## config.mk

```make
export PLATFORM = sky130hd
export DESIGN_NAME = ipts_top
export DESIGN_NICKNAME = d
export VERILOG_FILES = /design/src/pkg/ipts_pkg.sv /design/src/ipts_pin_sync.sv /design/src/ipts_top.sv
export SDC_FILE = /design/constraint.sdc
export NUM_CORES = 1
export LEC_CHECK = 0
export CAP_MARGIN = 10
export CORE_UTILIZATION = 45
export CTS_CLUSTER_SIZE = 28
export DETAILED_ROUTE_END_ITERATION = 8
export DONT_BUFFER_PORTS = 1
export PLACE_DENSITY_LB_ADDON = 0.2
export SYNTH_ARGS = -nofsm -noshare
export SYNTH_HDL_FRONTEND = slang
export SYNTH_SLANG_ARGS = --single-unit
```

## constraint.sdc

```tcl
create_clock -name clk -period 4.59 [get_ports clk]
set_input_delay 0.459 -clock clk [delete_from_list [all_inputs] [get_ports clk]]
set_output_delay 0.459 -clock clk [all_outputs]
set_load 0.05 [all_outputs]
```

## src/pkg/ipts_pkg.sv

```systemverilog
// Constants for the interrupt pending, test and standby block.
// Assumes a 100 MHz system clock and a 32-bit APB register bus.
package ipts_pkg;
  // ****************************************
  // Sizes
  // ****************************************
  localparam int NUM_SRC = 5;
  localparam int ID_W = 3;
  localparam int NUM_KEY = 4;
  localparam int MAX_DEPTH = 2;
  // ****************************************
  // Register byte offsets
  // ****************************************
  localparam logic [7:0] OFF_CTRL = 8'h00;
  localparam logic [7:0] OFF_REQ = 8'h04;
  localparam logic [7:0] OFF_ENA = 8'h08;
  localparam logic [7:0] OFF_GROUP = 8'h0C;
  localparam logic [7:0] OFF_STATUS = 8'h10;
  localparam logic [7:0] OFF_TEST = 8'h14;
  localparam logic [7:0] OFF_EDGE = 8'h18;
  localparam logic [7:0] OFF_STANDBY = 8'h1C;
  // ****************************************
  // Field positions
  // ****************************************
  localparam int CTRL_MIE_BIT = 0;
  localparam int STAT_IST_BIT = 0;
  localparam int STAT_DEPTH_LSB = 1;
  localparam int STAT_SVC_LSB = 4;
  localparam int TEST_WREQ_BIT = 0;
  localparam int TEST_EREQ_BIT = 1;
  localparam int TEST_WEN_BIT = 2;
  localparam int TEST_EEN_BIT = 3;
  localparam int SBY_LIGHT_BIT = 0;
  localparam int SBY_DEEP_BIT = 1;
  // ****************************************
  // Reset values
  // ****************************************
  localparam logic [NUM_SRC-1:0] RST_SRC = 5'h00;
  localparam logic [NUM_KEY-1:0] RST_EDGE_MODE = 4'h0;
  localparam logic [NUM_KEY-1:0] EDGE_MODE_PIN = 4'h0;
  // ****************************************
  // Types
  // ****************************************
  typedef enum logic [1:0] {IPTS_RUN, IPTS_LIGHT, IPTS_DEEP} ipts_sby_t;
endpackage

```

## src/ipts_pin_sync.sv

```systemverilog
// Two-stage pin synchroniser with rising-edge pulse output.
// Assumes pins are asynchronous to clk.
`timescale 1ns/1ps
`default_nettype none
module ipts_pin_sync
  import ipts_pkg::*;
#(
  parameter int WIDTH = 1
)
(
  input wire logic clk,
  input wire logic rst_n,
  input wire logic [WIDTH-1:0] pin_async,
  output logic [WIDTH-1:0] pin_level,
  output logic [WIDTH-1:0] pin_rise
);
  logic [WIDTH-1:0] meta_reg;
  logic [WIDTH-1:0] sync_reg;
  logic [WIDTH-1:0] prev_reg;

  // ****************************************
  // Synchroniser and edge compare
  // ****************************************
  always_ff @(posedge clk or negedge rst_n)
  begin
    if (!rst_n)
    begin
      meta_reg <= '0;
      sync_reg <= '0;
      prev_reg <= '0;
    end
    else
    begin
      meta_reg <= pin_async;
      sync_reg <= meta_reg;
      prev_reg <= sync_reg;
    end
  end

  assign pin_level = sync_reg;
  assign pin_rise = sync_reg & ~prev_reg;
endmodule
`default_nettype wire

```

## src/ipts_top.sv

```systemverilog
// Interrupt pending/priority, test sources and standby control.
// Assumes same-clock source pulses, core accept/return pulses, APB master.
//
// Decided for this implementation: the register addresses and the APB slave port.
`timescale 1ns/1ps
`default_nettype none
module ipts_top
  import ipts_pkg::*;
(
  input wire logic clk,
  input wire logic rst_n,
  input wire logic psel,
  input wire logic penable,
  input wire logic pwrite,
  input wire logic [7:0] paddr,
  input wire logic [31:0] pwdata,
  output logic [31:0] prdata,
  output logic pready,
  output logic pslverr,
  input wire logic [NUM_SRC-1:0] src_fire,
  input wire logic watch_test_source,
  input wire logic ext_test_source,
  input wire logic [NUM_KEY-1:0] key_pins,
  input wire logic core_accept,
  input wire logic core_return_from_irq_instr,
  output logic service_req,
  output logic [ID_W-1:0] service_id,
  output logic standby_release,
  output logic cpu_clk_en,
  output logic osc_en
);
  // ****************************************
  // State
  // ****************************************
  logic master_irq_enable_reg;
  logic [NUM_SRC-1:0] source_request_flag_reg;
  logic [NUM_SRC-1:0] source_enable_flag_reg;
  logic [NUM_SRC-1:0] high_group_reg;
  logic in_service_status_low_bit_reg;
  logic [1:0] depth_reg;
  logic [MAX_DEPTH-1:0] stack_reg;
  logic watch_test_req_flag_reg;
  logic ext_test_req_flag_reg;
  logic watch_test_en_flag_reg;
  logic ext_test_en_flag_reg;
  logic [NUM_KEY-1:0] ext_test_edge_mode_reg;
  logic key_all_high_prev_reg;
  logic svc_req_reg;
  logic [ID_W-1:0] svc_id_reg;
  logic [31:0] prdata_reg;
  logic release_reg;
  ipts_sby_t sby_reg;
  ipts_sby_t sby_next;

  logic wr_en;
  logic setup;
  logic mapped;
  logic [31:0] rdata;
  logic ext_rise;
  logic [NUM_KEY-1:0] key_level;
  logic key_all_high;
  logic key_fall;
  logic ext_edge_pulse;
  logic [NUM_SRC-1:0] allow;
  logic [NUM_SRC-1:0] elig;
  logic [NUM_SRC-1:0] elig_high;
  logic accept;
  logic return_from_irq_instr;
  logic wake;

  // Lowest set bit wins: index 0 has the highest fixed priority
  function automatic logic [ID_W-1:0] first_set(input logic [NUM_SRC-1:0] v);
    logic [ID_W-1:0] idx;
    idx = '0;
    for (int i = NUM_SRC - 1; i >= 0; i--)
    begin
      if (v[i])
      begin
        idx = ID_W'(i);
      end
    end
    return idx;
  endfunction

  // ****************************************
  // Pin sampling
  // ****************************************
  ipts_pin_sync #(.WIDTH(1)) u_ext_sync (
    .clk(clk),
    .rst_n(rst_n),
    .pin_async(ext_test_source),
    .pin_level(),
    .pin_rise(ext_rise)
  );

  ipts_pin_sync #(.WIDTH(NUM_KEY)) u_key_sync (
    .clk(clk),
    .rst_n(rst_n),
    .pin_async(key_pins),
    .pin_level(key_level),
    .pin_rise()
  );

  // Selected keys ANDed: one low selected key masks the others
  assign key_all_high = &(key_level | ~ext_test_edge_mode_reg);
  assign key_fall = key_all_high_prev_reg & ~key_all_high;

  always_ff @(posedge clk or negedge rst_n)
  begin
    if (!rst_n)
    begin
      key_all_high_prev_reg <= 1'b1;
    end
    else
    begin
      key_all_high_prev_reg <= key_all_high;
    end
  end

  // Mode zero: pin rising edge; otherwise key falling edge
  assign ext_edge_pulse = (ext_test_edge_mode_reg == EDGE_MODE_PIN) ? ext_rise
                                                                    : key_fall;

  // ****************************************
  // APB slave
  // ****************************************
  assign setup = psel && !penable;
  assign wr_en = psel && penable && pwrite && mapped;
  assign pready = 1'b1;
  assign pslverr = psel && penable && !mapped;
  assign prdata = prdata_reg;

  always_comb
  begin
    mapped = 1'b1;
    rdata = '0;
    unique case (paddr)
      OFF_CTRL: rdata[CTRL_MIE_BIT] = master_irq_enable_reg;
      OFF_REQ: rdata[NUM_SRC-1:0] = source_request_flag_reg;
      OFF_ENA: rdata[NUM_SRC-1:0] = source_enable_flag_reg;
      OFF_GROUP: rdata[NUM_SRC-1:0] = high_group_reg;
      OFF_STATUS:
      begin
        rdata[STAT_IST_BIT] = in_service_status_low_bit_reg;
        rdata[STAT_DEPTH_LSB +: 2] = depth_reg;
        rdata[STAT_SVC_LSB +: ID_W] = svc_id_reg;
      end
      OFF_TEST:
      begin
        rdata[TEST_WREQ_BIT] = watch_test_req_flag_reg;
        rdata[TEST_EREQ_BIT] = ext_test_req_flag_reg;
        rdata[TEST_WEN_BIT] = watch_test_en_flag_reg;
        rdata[TEST_EEN_BIT] = ext_test_en_flag_reg;
      end
      OFF_EDGE: rdata[NUM_KEY-1:0] = ext_test_edge_mode_reg;
      OFF_STANDBY:
      begin
        rdata[SBY_LIGHT_BIT] = (sby_reg == IPTS_LIGHT);
        rdata[SBY_DEEP_BIT] = (sby_reg == IPTS_DEEP);
      end
      default: mapped = 1'b0;
    endcase
  end

  always_ff @(posedge clk or negedge rst_n)
  begin
    if (!rst_n)
    begin
      prdata_reg <= '0;
    end
    else if (setup && !pwrite)
    begin
      prdata_reg <= rdata;
    end
  end

  // ****************************************
  // Control registers
  // ****************************************
  always_ff @(posedge clk or negedge rst_n)
  begin
    if (!rst_n)
    begin
      master_irq_enable_reg <= 1'b0;
      source_enable_flag_reg <= RST_SRC;
      high_group_reg <= RST_SRC;
      ext_test_edge_mode_reg <= RST_EDGE_MODE;
      watch_test_en_flag_reg <= 1'b0;
      ext_test_en_flag_reg <= 1'b0;
    end
    else if (wr_en)
    begin
      unique case (paddr)
        OFF_CTRL: master_irq_enable_reg <= pwdata[CTRL_MIE_BIT];
        OFF_ENA: source_enable_flag_reg <= pwdata[NUM_SRC-1:0];
        OFF_GROUP: high_group_reg <= pwdata[NUM_SRC-1:0];
        OFF_EDGE: ext_test_edge_mode_reg <= pwdata[NUM_KEY-1:0];
        OFF_TEST:
        begin
          watch_test_en_flag_reg <= pwdata[TEST_WEN_BIT];
          ext_test_en_flag_reg <= pwdata[TEST_EEN_BIT];
        end
        default:
        begin
        end
      endcase
    end
  end

  // ****************************************
  // Test request flags
  // ****************************************
  // Write 0 clears a flag; a source event in the same cycle wins
  always_ff @(posedge clk or negedge rst_n)
  begin
    if (!rst_n)
    begin
      watch_test_req_flag_reg <= 1'b0;
      ext_test_req_flag_reg <= 1'b0;
    end
    else
    begin
      if (watch_test_source)
      begin
        watch_test_req_flag_reg <= 1'b1;
      end
      else if (wr_en && paddr == OFF_TEST && !pwdata[TEST_WREQ_BIT])
      begin
        watch_test_req_flag_reg <= 1'b0;
      end
      if (ext_edge_pulse)
      begin
        ext_test_req_flag_reg <= 1'b1;
      end
      else if (wr_en && paddr == OFF_TEST && !pwdata[TEST_EREQ_BIT])
      begin
        ext_test_req_flag_reg <= 1'b0;
      end
    end
  end

  // ****************************************
  // Vectored request flags and arbitration
  // ****************************************
  assign accept = core_accept && svc_req_reg;
  assign return_from_irq_instr = core_return_from_irq_instr && (depth_reg != 2'd0);

  // Status 1 or full depth blocks all; status 0 inside a routine below full depth lets only nesting group in
  always_comb
  begin
    if (in_service_status_low_bit_reg || depth_reg == 2'(MAX_DEPTH))
    begin
      allow = '0;
    end
    else if (depth_reg != 2'd0)
    begin
      allow = high_group_reg;
    end
    else
    begin
      allow = '1;
    end
  end

  assign elig = source_request_flag_reg & source_enable_flag_reg & allow
              & {NUM_SRC{master_irq_enable_reg}};
  assign elig_high = elig & high_group_reg;

  always_ff @(posedge clk or negedge rst_n)
  begin
    if (!rst_n)
    begin
      source_request_flag_reg <= RST_SRC;
    end
    else
    begin
      for (int i = 0; i < NUM_SRC; i++)
      begin
        if (src_fire[i])
        begin
          source_request_flag_reg[i] <= 1'b1;
        end
        else if (accept && svc_id_reg == ID_W'(i))
        begin
          source_request_flag_reg[i] <= 1'b0;
        end
        else if (wr_en && paddr == OFF_REQ && pwdata[i])
        begin
          source_request_flag_reg[i] <= 1'b0;
        end
      end
    end
  end

  // Picks a new winner each cycle; drops after an accept and stays low while status is 1
  always_ff @(posedge clk or negedge rst_n)
  begin
    if (!rst_n)
    begin
      svc_req_reg <= 1'b0;
      svc_id_reg <= '0;
    end
    else
    begin
      svc_req_reg <= (|elig) && !accept && (sby_reg == IPTS_RUN);
      if (|elig_high)
      begin
        svc_id_reg <= first_set(elig_high);
      end
      else if (|elig)
      begin
        svc_id_reg <= first_set(elig);
      end
    end
  end

  assign service_req = svc_req_reg;
  assign service_id = svc_id_reg;

  // ****************************************
  // In-service status and nesting stack
  // ****************************************
  always_ff @(posedge clk or negedge rst_n)
  begin
    if (!rst_n)
    begin
      in_service_status_low_bit_reg <= 1'b0;
      depth_reg <= 2'd0;
      stack_reg <= '0;
    end
    else if (accept)
    begin
      stack_reg[depth_reg[0]] <= in_service_status_low_bit_reg;
      depth_reg <= depth_reg + 2'd1;
      in_service_status_low_bit_reg <= 1'b1;
    end
    else if (return_from_irq_instr)
    begin
      in_service_status_low_bit_reg <= stack_reg[~depth_reg[0]];
      depth_reg <= depth_reg - 2'd1;
    end
    else if (wr_en && paddr == OFF_STATUS)
    begin
      in_service_status_low_bit_reg <= pwdata[STAT_IST_BIT];
    end
  end

  // ****************************************
  // Standby control
  // ****************************************
  // Test flags release standby but never enter arbitration
  assign wake = (|(source_request_flag_reg & source_enable_flag_reg))
              || (watch_test_req_flag_reg && watch_test_en_flag_reg)
              || (ext_test_req_flag_reg && ext_test_en_flag_reg);

  always_comb
  begin
    sby_next = sby_reg;
    if (sby_reg != IPTS_RUN && wake)
    begin
      sby_next = IPTS_RUN;
    end
    else if (sby_reg == IPTS_RUN && wr_en && paddr == OFF_STANDBY && !wake)
    begin
      if (pwdata[SBY_DEEP_BIT])
      begin
        sby_next = IPTS_DEEP;
      end
      else if (pwdata[SBY_LIGHT_BIT])
      begin
        sby_next = IPTS_LIGHT;
      end
    end
  end

  // Entering standby clears nothing: all flags and registers hold
  always_ff @(posedge clk or negedge rst_n)
  begin
    if (!rst_n)
    begin
      sby_reg <= IPTS_RUN;
      release_reg <= 1'b0;
    end
    else
    begin
      sby_reg <= sby_next;
      release_reg <= wake;
    end
  end

  assign standby_release = release_reg;
  assign cpu_clk_en = (sby_reg == IPTS_RUN);
  assign osc_en = (sby_reg != IPTS_DEEP);

  // ****************************************
  // Assertions
  // ****************************************
  a_pending_held: assert property (@(posedge clk) disable iff (!rst_n)
    (src_fire != '0) && !master_irq_enable_reg
    |=> ((source_request_flag_reg & $past(src_fire)) == $past(src_fire)) && !svc_req_reg)
    else $error("disabled source not held pending");

  a_enable_starts: assert property (@(posedge clk) disable iff (!rst_n)
    master_irq_enable_reg && !$past(master_irq_enable_reg) && !in_service_status_low_bit_reg
    && depth_reg == 2'd0 && (source_request_flag_reg & source_enable_flag_reg) != '0
    && sby_reg == IPTS_RUN |=> svc_req_reg)
    else $error("held enabled request not offered");

  a_low_order: assert property (@(posedge clk) disable iff (!rst_n)
    (elig_high == '0) && elig[0] |=> svc_id_reg == '0)
    else $error("fixed priority order broken");

  a_high_wins: assert property (@(posedge clk) disable iff (!rst_n)
    (elig_high != '0) |=> high_group_reg[svc_id_reg])
    else $error("high group did not win");

  a_low_blocked: assert property (@(posedge clk) disable iff (!rst_n)
    in_service_status_low_bit_reg |-> elig == '0)
    else $error("request let in at status 1");

  a_status_set: assert property (@(posedge clk) disable iff (!rst_n)
    accept |=> in_service_status_low_bit_reg && depth_reg == $past(depth_reg) + 2'd1)
    else $error("accept did not set status");

  a_status_back: assert property (@(posedge clk) disable iff (!rst_n)
    return_from_irq_instr && !accept |=> !in_service_status_low_bit_reg)
    else $error("return did not restore status");

  a_test_sticky: assert property (@(posedge clk) disable iff (!rst_n)
    watch_test_req_flag_reg && !(wr_en && paddr == OFF_TEST) |=> watch_test_req_flag_reg)
    else $error("test flag cleared by itself");

  a_release_out: assert property (@(posedge clk) disable iff (!rst_n)
    ext_test_req_flag_reg && ext_test_en_flag_reg |=> standby_release)
    else $error("release missing for test source");

  a_key_mask: assert property (@(posedge clk) disable iff (!rst_n)
    ext_test_edge_mode_reg != EDGE_MODE_PIN && !key_all_high && !key_all_high_prev_reg
    && !ext_test_req_flag_reg && !(wr_en && paddr == OFF_EDGE) |=> !ext_test_req_flag_reg)
    else $error("flag set while selected key low");

  a_deep_osc: assert property (@(posedge clk) disable iff (!rst_n)
    sby_reg == IPTS_DEEP |-> !osc_en && !cpu_clk_en)
    else $error("deep standby left clocks on");

  a_wake_exit: assert property (@(posedge clk) disable iff (!rst_n)
    sby_reg != IPTS_RUN && wake |=> cpu_clk_en && osc_en)
    else $error("standby not released");
endmodule
`default_nettype wire

```

==> Word level (Yosys, flattened, before mapping) <==
Index checks and enable logic that the tools add are counted.
{ "totals": {"ff_bits": 55, "in_bits": 58, "output_inout_bits": 41, "elab_cells": 184} }
{ "op_classes": {"n_addsub": 2, "magnitude_cmp": 3, "n_eq_ne": 15, "muxes": 55, "bitwise": 11, "reduce_logical": 71} }
{ "ops": {"columns": ["op", "count"], "rows": [
  ["$mux 3", 12],
  ["$eq 8x5->1 const B", 4],
  ["$logic_and 1x1->1", 32],
  ["$mux 1", 27],
  ["$reduce_bool 3->1", 7],
  ["$and 5x5->5", 4],
  ["$eq 8x4->1 const B", 2],
  ["$reduce_or 5->1", 3],
  ["$mux 2", 7],
  ["$reduce_bool 2->1", 7],
  ["$reduce_and 2->1", 6],
  ["$mux 5", 2],
  ["$eq 8x3->1 const B", 1],
  ["$logic_not 8->1", 1],
  ["$pmux 1 s8", 1],
  ["$reduce_or 8->1", 1],
  ["$logic_not 1->1", 7],
  ["$pmux 1 s7", 1],
  ["$eq 3x2->1 const B", 2],
  ["$pmux 1 s6", 1],
  ["$pmux 1 s5", 1],
  ["$eq 2x2->1 const B", 2],
  ["$logic_not 4->1", 1],
  ["$lt 1x2->1 const B", 2],
  ["other kinds (18)", 23]
]} }

==> Longest topological paths before layout <==
{ "depth": {"word_depth": 12, "mapped_depth": 6, "depth_no_buf": 5} }

==> Cells and area by module <==
From an unflattened synthesis, not the netlist that was laid out.
{ "unflattened": {"cells_unflattened": 287, "hier_area_um2": 3106.7} }
{ "by_module_without_submodules": {"columns": ["module", "instances", "cells_each", "area_per_inst_um2", "seq_area_each_um2"], "rows": [
  ["ipts_top", 1, 267, 2662.6, 1102.3],
  ["ipts_pin_sync at u_key_sync", 1, 16, 355.3, 300.3],
  ["ipts_pin_sync at u_ext_sync", 1, 4, 88.8, 75.1]
]} }

==> Least setup slack after synthesis <==
No wires, ideal clock.
{ "synth_timing": {"path_type": "input port to flip-flop", "start": "input paddr[6]", "end": "register ext_test_edge_mode_reg[0]", "setup_time_ps": 125, "arrival_time_ps": 1644, "t_required_ps": 4465, "setup_slack_ps": 2821, "path_stages": 4, "n_path_buf": 0, "path_cell_list": "nor4_4 nand3b_2 or3_4 mux2_4"} }
{ "synth_between": {"elab_chain_cells": 5, "elab_cells_between_ends": 12, "cone_classes": "eq/ne (7); mux (1); reduce/logical (4)"} }
{ "synth_rtl": {"columns": ["item", "line_no", "text"], "rows": [
  ["start: declaration", "ipts_top.sv:15", "input wire logic [7:0] paddr,"],
  ["$eq 8x5->1 (tied with other cells)", "ipts_top.sv:137", "unique case (paddr)"],
  ["$reduce_or 8->1 (no line)", null, null],
  ["$mux 1", "ipts_top.sv:137", null],
  ["$logic_and 1x1->1", "ipts_top.sv:128", "assign wr_en = psel && penable && pwrite && mapped;"],
  ["$reduce_and 2->1 (no line) (*)", null, null],
  ["end signal: assignment", "ipts_top.sv:197", "OFF_EDGE: ext_test_edge_mode_reg <= pwdata[NUM_KEY-1:0];"],
  ["end: declaration", "ipts_top.sv:46", "logic [NUM_KEY-1:0] ext_test_edge_mode_reg;"]
]} }
Every way passes the cells marked *; elsewhere a longest branch is shown, timed or not.
A chain may end at the register's enable or synchronous reset.

==> Final worst setup path <==
{ "layout_timing": {"start": "register depth_reg[0]", "end": "register svc_id_reg[0], in the netlist service_id[0]"} }
{ "layout_between": {"elab_chain_cells": 11, "elab_cells_between_ends": 21, "cone_classes": "eq/ne (1); mux (12); bitwise (3); reduce/logical (5)"} }
{ "layout_rtl": {"columns": ["item", "line_no", "text"], "rows": [
  ["start: declaration", "ipts_top.sv:40", "logic [1:0] depth_reg;"],
  ["start signal: assignment", "ipts_top.sv:334", "depth_reg <= depth_reg + 2'd1;"],
  ["start signal: assignment", "ipts_top.sv:340", "depth_reg <= depth_reg - 2'd1;"],
  ["$reduce_bool 2->1 or $eq 2x2->1 (tied branches)", "ipts_top.sv:255, ipts_top.sv:251", null],
  ["$mux 5 or $logic_or 1x1->1 (tied branches)", "ipts_top.sv:255, ipts_top.sv:251", null],
  ["$mux 5 (*)", "ipts_top.sv:251", "if (in_service_status_low_bit_reg || depth_reg == 2'(MAX_DEPTH))"],
  ["$and 5x5->5 (*)", "ipts_top.sv:265", "assign elig = source_request_flag_reg & source_enable_flag_reg & allow"],
  ["$and 5x5->5 (*)", "ipts_top.sv:266", "& {NUM_SRC{master_irq_enable_reg}};"],
  ["$mux 3 or $and 5x5->5 (tied branches)", "ipts_top.sv:77, ipts_top.sv:267", null],
  ["$mux 3 (3 in a row)", "ipts_top.sv:77", "if (v[i])"],
  ["$mux 3, on equally long branches", "ipts_top.sv:310, ipts_top.sv:77", null],
  ["$mux 3", "ipts_top.sv:306", "if (|elig_high)"],
  ["end signal: assignment", "ipts_top.sv:308", "svc_id_reg <= first_set(elig_high);"],
  ["end signal: assignment", "ipts_top.sv:312", "svc_id_reg <= first_set(elig);"],
  ["end: declaration", "ipts_top.sv:49", "logic [ID_W-1:0] svc_id_reg;"]
]} }
Every way passes the cells marked *; elsewhere a longest branch is shown, timed or not. The select of a mux whose other input is x is not followed.

==> impl_summary.md <==
Timing
The pin slew with the least headroom to its limit is 1042 ps. The tightest hold path in the finished design has a slack of -17.25 ps. Setup repair after global routing left no endpoint under its margin. After routing, the total negative slack on setup checks comes to 0 ps. The total of endpoints with negative setup slack in the final report is 0. Headroom to the max-slew limit came out at 30.25%. The number of pins with negative max-slew slack in the final report is 0. After layout, the worst path uses 46.22% of the clock period. The number of hold violations in the final report is 13. The worst setup margin is 2468 ps. The achievable clock frequency is 471.3 MHz. The clock skew is 7.330 ps. For the finished layout, the period the worst path requires is 2122 ps.

Clock network
The later pin in the worst-skew pair is clocked with a latency of 310 ps. The number of sinks on the clock net is 55. The clock transition at the registers of the reported paths is 100 ps.

The number of gates resized after cts is 0. The maximum number of buffers from clock root to sink is 2. The buffer type at the clock tree root is sky130_fd_sc_hd__clkbuf_8. The CTS tree is built. The H-tree was split into 2 levels.

The number of clock buffers inserted by TritonCTS is 5.

Die
Pin placement for this block handled 99 I/O pins. The effective utilization at floorplan is 47.71%. The die covers 6750 µm². The count of standard-cell rows is 28. The die is 82.16 µm tall. The area of the core region is 6061 µm². The overall die width is 82.16 µm.

Run status
The run finished, with violations left. The checks that failed: hold timing.

Setup path
The setup check on the worst reg-to-reg path leaves a slack of 2470 ps. In this run the worst path has a maximum fanout of 12. Data arrives at the worst endpoint at 2320 ps. Counting cells, the worst reg-to-reg path comes to 5.

At the worst endpoint, the required time is 4790 ps. The worst setup path is launched from a flip-flop. The critical path in this run is classified as reg2reg. The type of destination of the critical path is a flip-flop.

Logic synthesis
The most common flop cell mapped by yosys is sky130_fd_sc_hd__dfrtp_1. The average instance area after synthesis is 10.22 µm². The gate count after technology mapping is 283.

The synthesized design contains 0 enable-type register cells. The synthesis-stage register bit count is 55. Synthesis instantiated 49 different standard cells from the library.

The fraction of the yosys area taken by sequential cells is 47.64%. After synthesis, the share of flip-flops with an asynchronous set or reset is 100.0%. The summed instance area of the synthesized netlist is 2892 µm². The number of warnings issued by yosys is 0.

GRT
The first global-routing pass estimated 10.07 mm of wire. The initial antenna violation count is 0. After global routing the overflow that remains totals 0.

The via count of the first global-routing pass is 1,992. The pin count of the biggest net entering global routing is 56. Global routing consumed, over all layers together, 20.40% of the routing resources.

Drt
The via density per instance is 5.654. The DRC violation count after routing is 0. Detailed routing inserted a total of 2,024 vias. The routed wirelength normalized by instance count is 17.51 µm. The iteration-0 DRC count of the detailed router is 151. For this block, the routed nets add up to 6.270 mm of wire. The pre-antenna-repair detailed-routing pass consisted of 5 iterations. The antenna violation net count after detailed routing is 0.

Power
For this design the ratio of total power to cell area is 376.7 nW/µm². The proportion of power drawn by the clock network is 29.9%. The fraction of power consumed by sequential logic is 52.7%.

The maximum vdd drop is 0.0001931 V. The combinational share of power is 17.4%. Summed over all nets, the switching power comes to 384.5 µW. The internal power is 743.9 µW. For this design the static power due to leakage is 0.001362 µW. The fraction of power spent switching nets is 34.08%.

Placement
At the placement stage, the worst setup path has a slack of 2413 ps. The number of instances in the placed design is 349. Summed over all nets, the half-perimeter wirelength after detailed placement is 4.742 mm. In this run the tool buffered the top-level ports with 0 buffer cells. The routability congestion estimate is 0.9011. The post-placement cell area is 2849 µm².

Cells and area
In the final layout, the multi-input gates occupy 1333 µm². For this run, the post-layout net count is 340. In the final layout, the share of cells above drive strength 1 is 14.84%. The flip-flop count of the largest register after layout is 7.

The area growth from synthesis to layout is 3.591%. Once layout is complete, the cells apart from fillers number 358. The final design instance area without fill is 2995 µm².

0 antenna diodes ended up in the layout. The filler cell count is 578. In the final layout, flip-flops and latches occupy 1378 µm².

Job
The max-cap violation count is 0.

Min path
The tightest min-delay check is of the in2async type.
==> layer usage <==
metal | up-vias | global-route usage (%) | share of wire [%]
met3 | 6 | 4.725 | 7.8
met5 | - | 0 | 0
met1 | 994 | 28.32 | 44
met4 | 0 | 5.439 | 0.81
met2 | 75 | 31.98 | 47
li1 | 949 | - | -
==> through the flow <==
| stage | power, µW | utilization [%] |
|---|---|---|
| after floorplan | 774.6 | - |
| after global placement | 787.0 | 47.01 |
| after detailed placement | 789.5 | 47.01 |
| after CTS | 1136 | 49.42 |
| after global routing | 1175 | 49.42 |
| final | 1128 | 49.42 |
==> kinds of logic (layout without fill, tap and decap cells) <==
kind of cell | count (synthesis) | after routing | share of synthesized area (%)
other | 2 | 26 | 0.2597
flip-flops | 55 | 55 | 47.64
AND/OR/NAND/NOR | 94 | 94 | 16.53
multiplexers | 29 | 29 | 12.20
buffers and inverters | 45 | 21 | 9.390
AO/OA/AOI/OAI | 57 | 57 | 13.67
XOR/XNOR | 1 | 1 | 0.3030
==> worst paths after layout <==
kind,endpoint,from
setup / recovery,service_id[0],depth_reg[0]
max in group asynchronous,key_all_high_prev_reg,rst_n
setup reg to reg,service_id[0],depth_reg[0]
hold / removal,service_id[2],rst_n
min in group clk,u_key_sync.meta_reg[2],key_pins[2]
hold reg to reg,u_key_sync.pin_level[3],u_key_sync.meta_reg[3]
==> power groups by stage <==
stage / clock network [µW] / registers (µW) / logic, µW
after global routing: 357 / 601 / 217
after floorplan: 0 / 580 / 195
final: 338 / 595 / 196
after detailed placement: 0 / 606 / 184
after global placement: 0 / 605 / 182
after CTS: 344 / 596 / 197
==> critical path: stages, from the launching register on <==
cell and delay [ps]:
sky130_fd_sc_hd__dfrtp_1 580, sky130_fd_sc_hd__inv_1 260, sky130_fd_sc_hd__a211oi_2 500, sky130_fd_sc_hd__o21ai_0 230
sky130_fd_sc_hd__a32o_1 240, sky130_fd_sc_hd__a32o_1 200
==> Yosys cell counts (all sizes together) (3+ instances only) <==
cell	number	area, µm²
or2	4	25.02
and2	3	18.77
nor2b	3	18.77
and3	4	25.02
nor2	19	71.32
o21ai	15	75.07
inv	12	45.04
nand2	35	131.4
o211ai	3	22.52
o31ai	3	22.52
nand3	9	45.04
a31o	3	26.28
nor4	4	46.29
nor3	3	15.01
nand2b	4	25.02
a21oi	11	55.05
mux2	18	217.7
dfrtp	54	1351
a221oi	5	43.79
mux2i	9	90.09
buf	31	219.0
==> placed cells by master, fill, tap and decap left out, drive strengths merged, types with 3 or more instances in the layout <==
| cell | count |
|---|---|
| nor2b | 3 |
| o31ai | 3 |
| and2 | 3 |
| and3 | 4 |
| nand2 | 35 |
| nor3 | 3 |
| nand2b | 4 |
| mux2 | 18 |
| a31o | 3 |
| o211ai | 3 |
| nand3 | 9 |
| inv | 14 |
| clkbuf | 5 |
| dfrtp | 54 |
| o21ai | 15 |
| nor2 | 19 |
| conb | 26 |
| a221oi | 5 |
| a21oi | 11 |
| nor4 | 4 |
| or2 | 4 |
| mux2i | 9 |
==> timing repair <==
action / 4_1_cts / 5_1_grt
hold buffers: 1 / 0
buffers inserted: 0 / 0
endpoints found under the hold margin: 55 / 0
==> layout make-up <==
type                    instances  share of cell area, %
clock buffers                   5                  2.297
clock inverters                 3                  1.671
inverters                      12                  1.504
multi-input cells             207                  44.49
flip-flops and latches         55                  45.99
well taps                      75                  3.133
repair buffers                  1                 0.9190
Power figures use the tool's default switching activity.
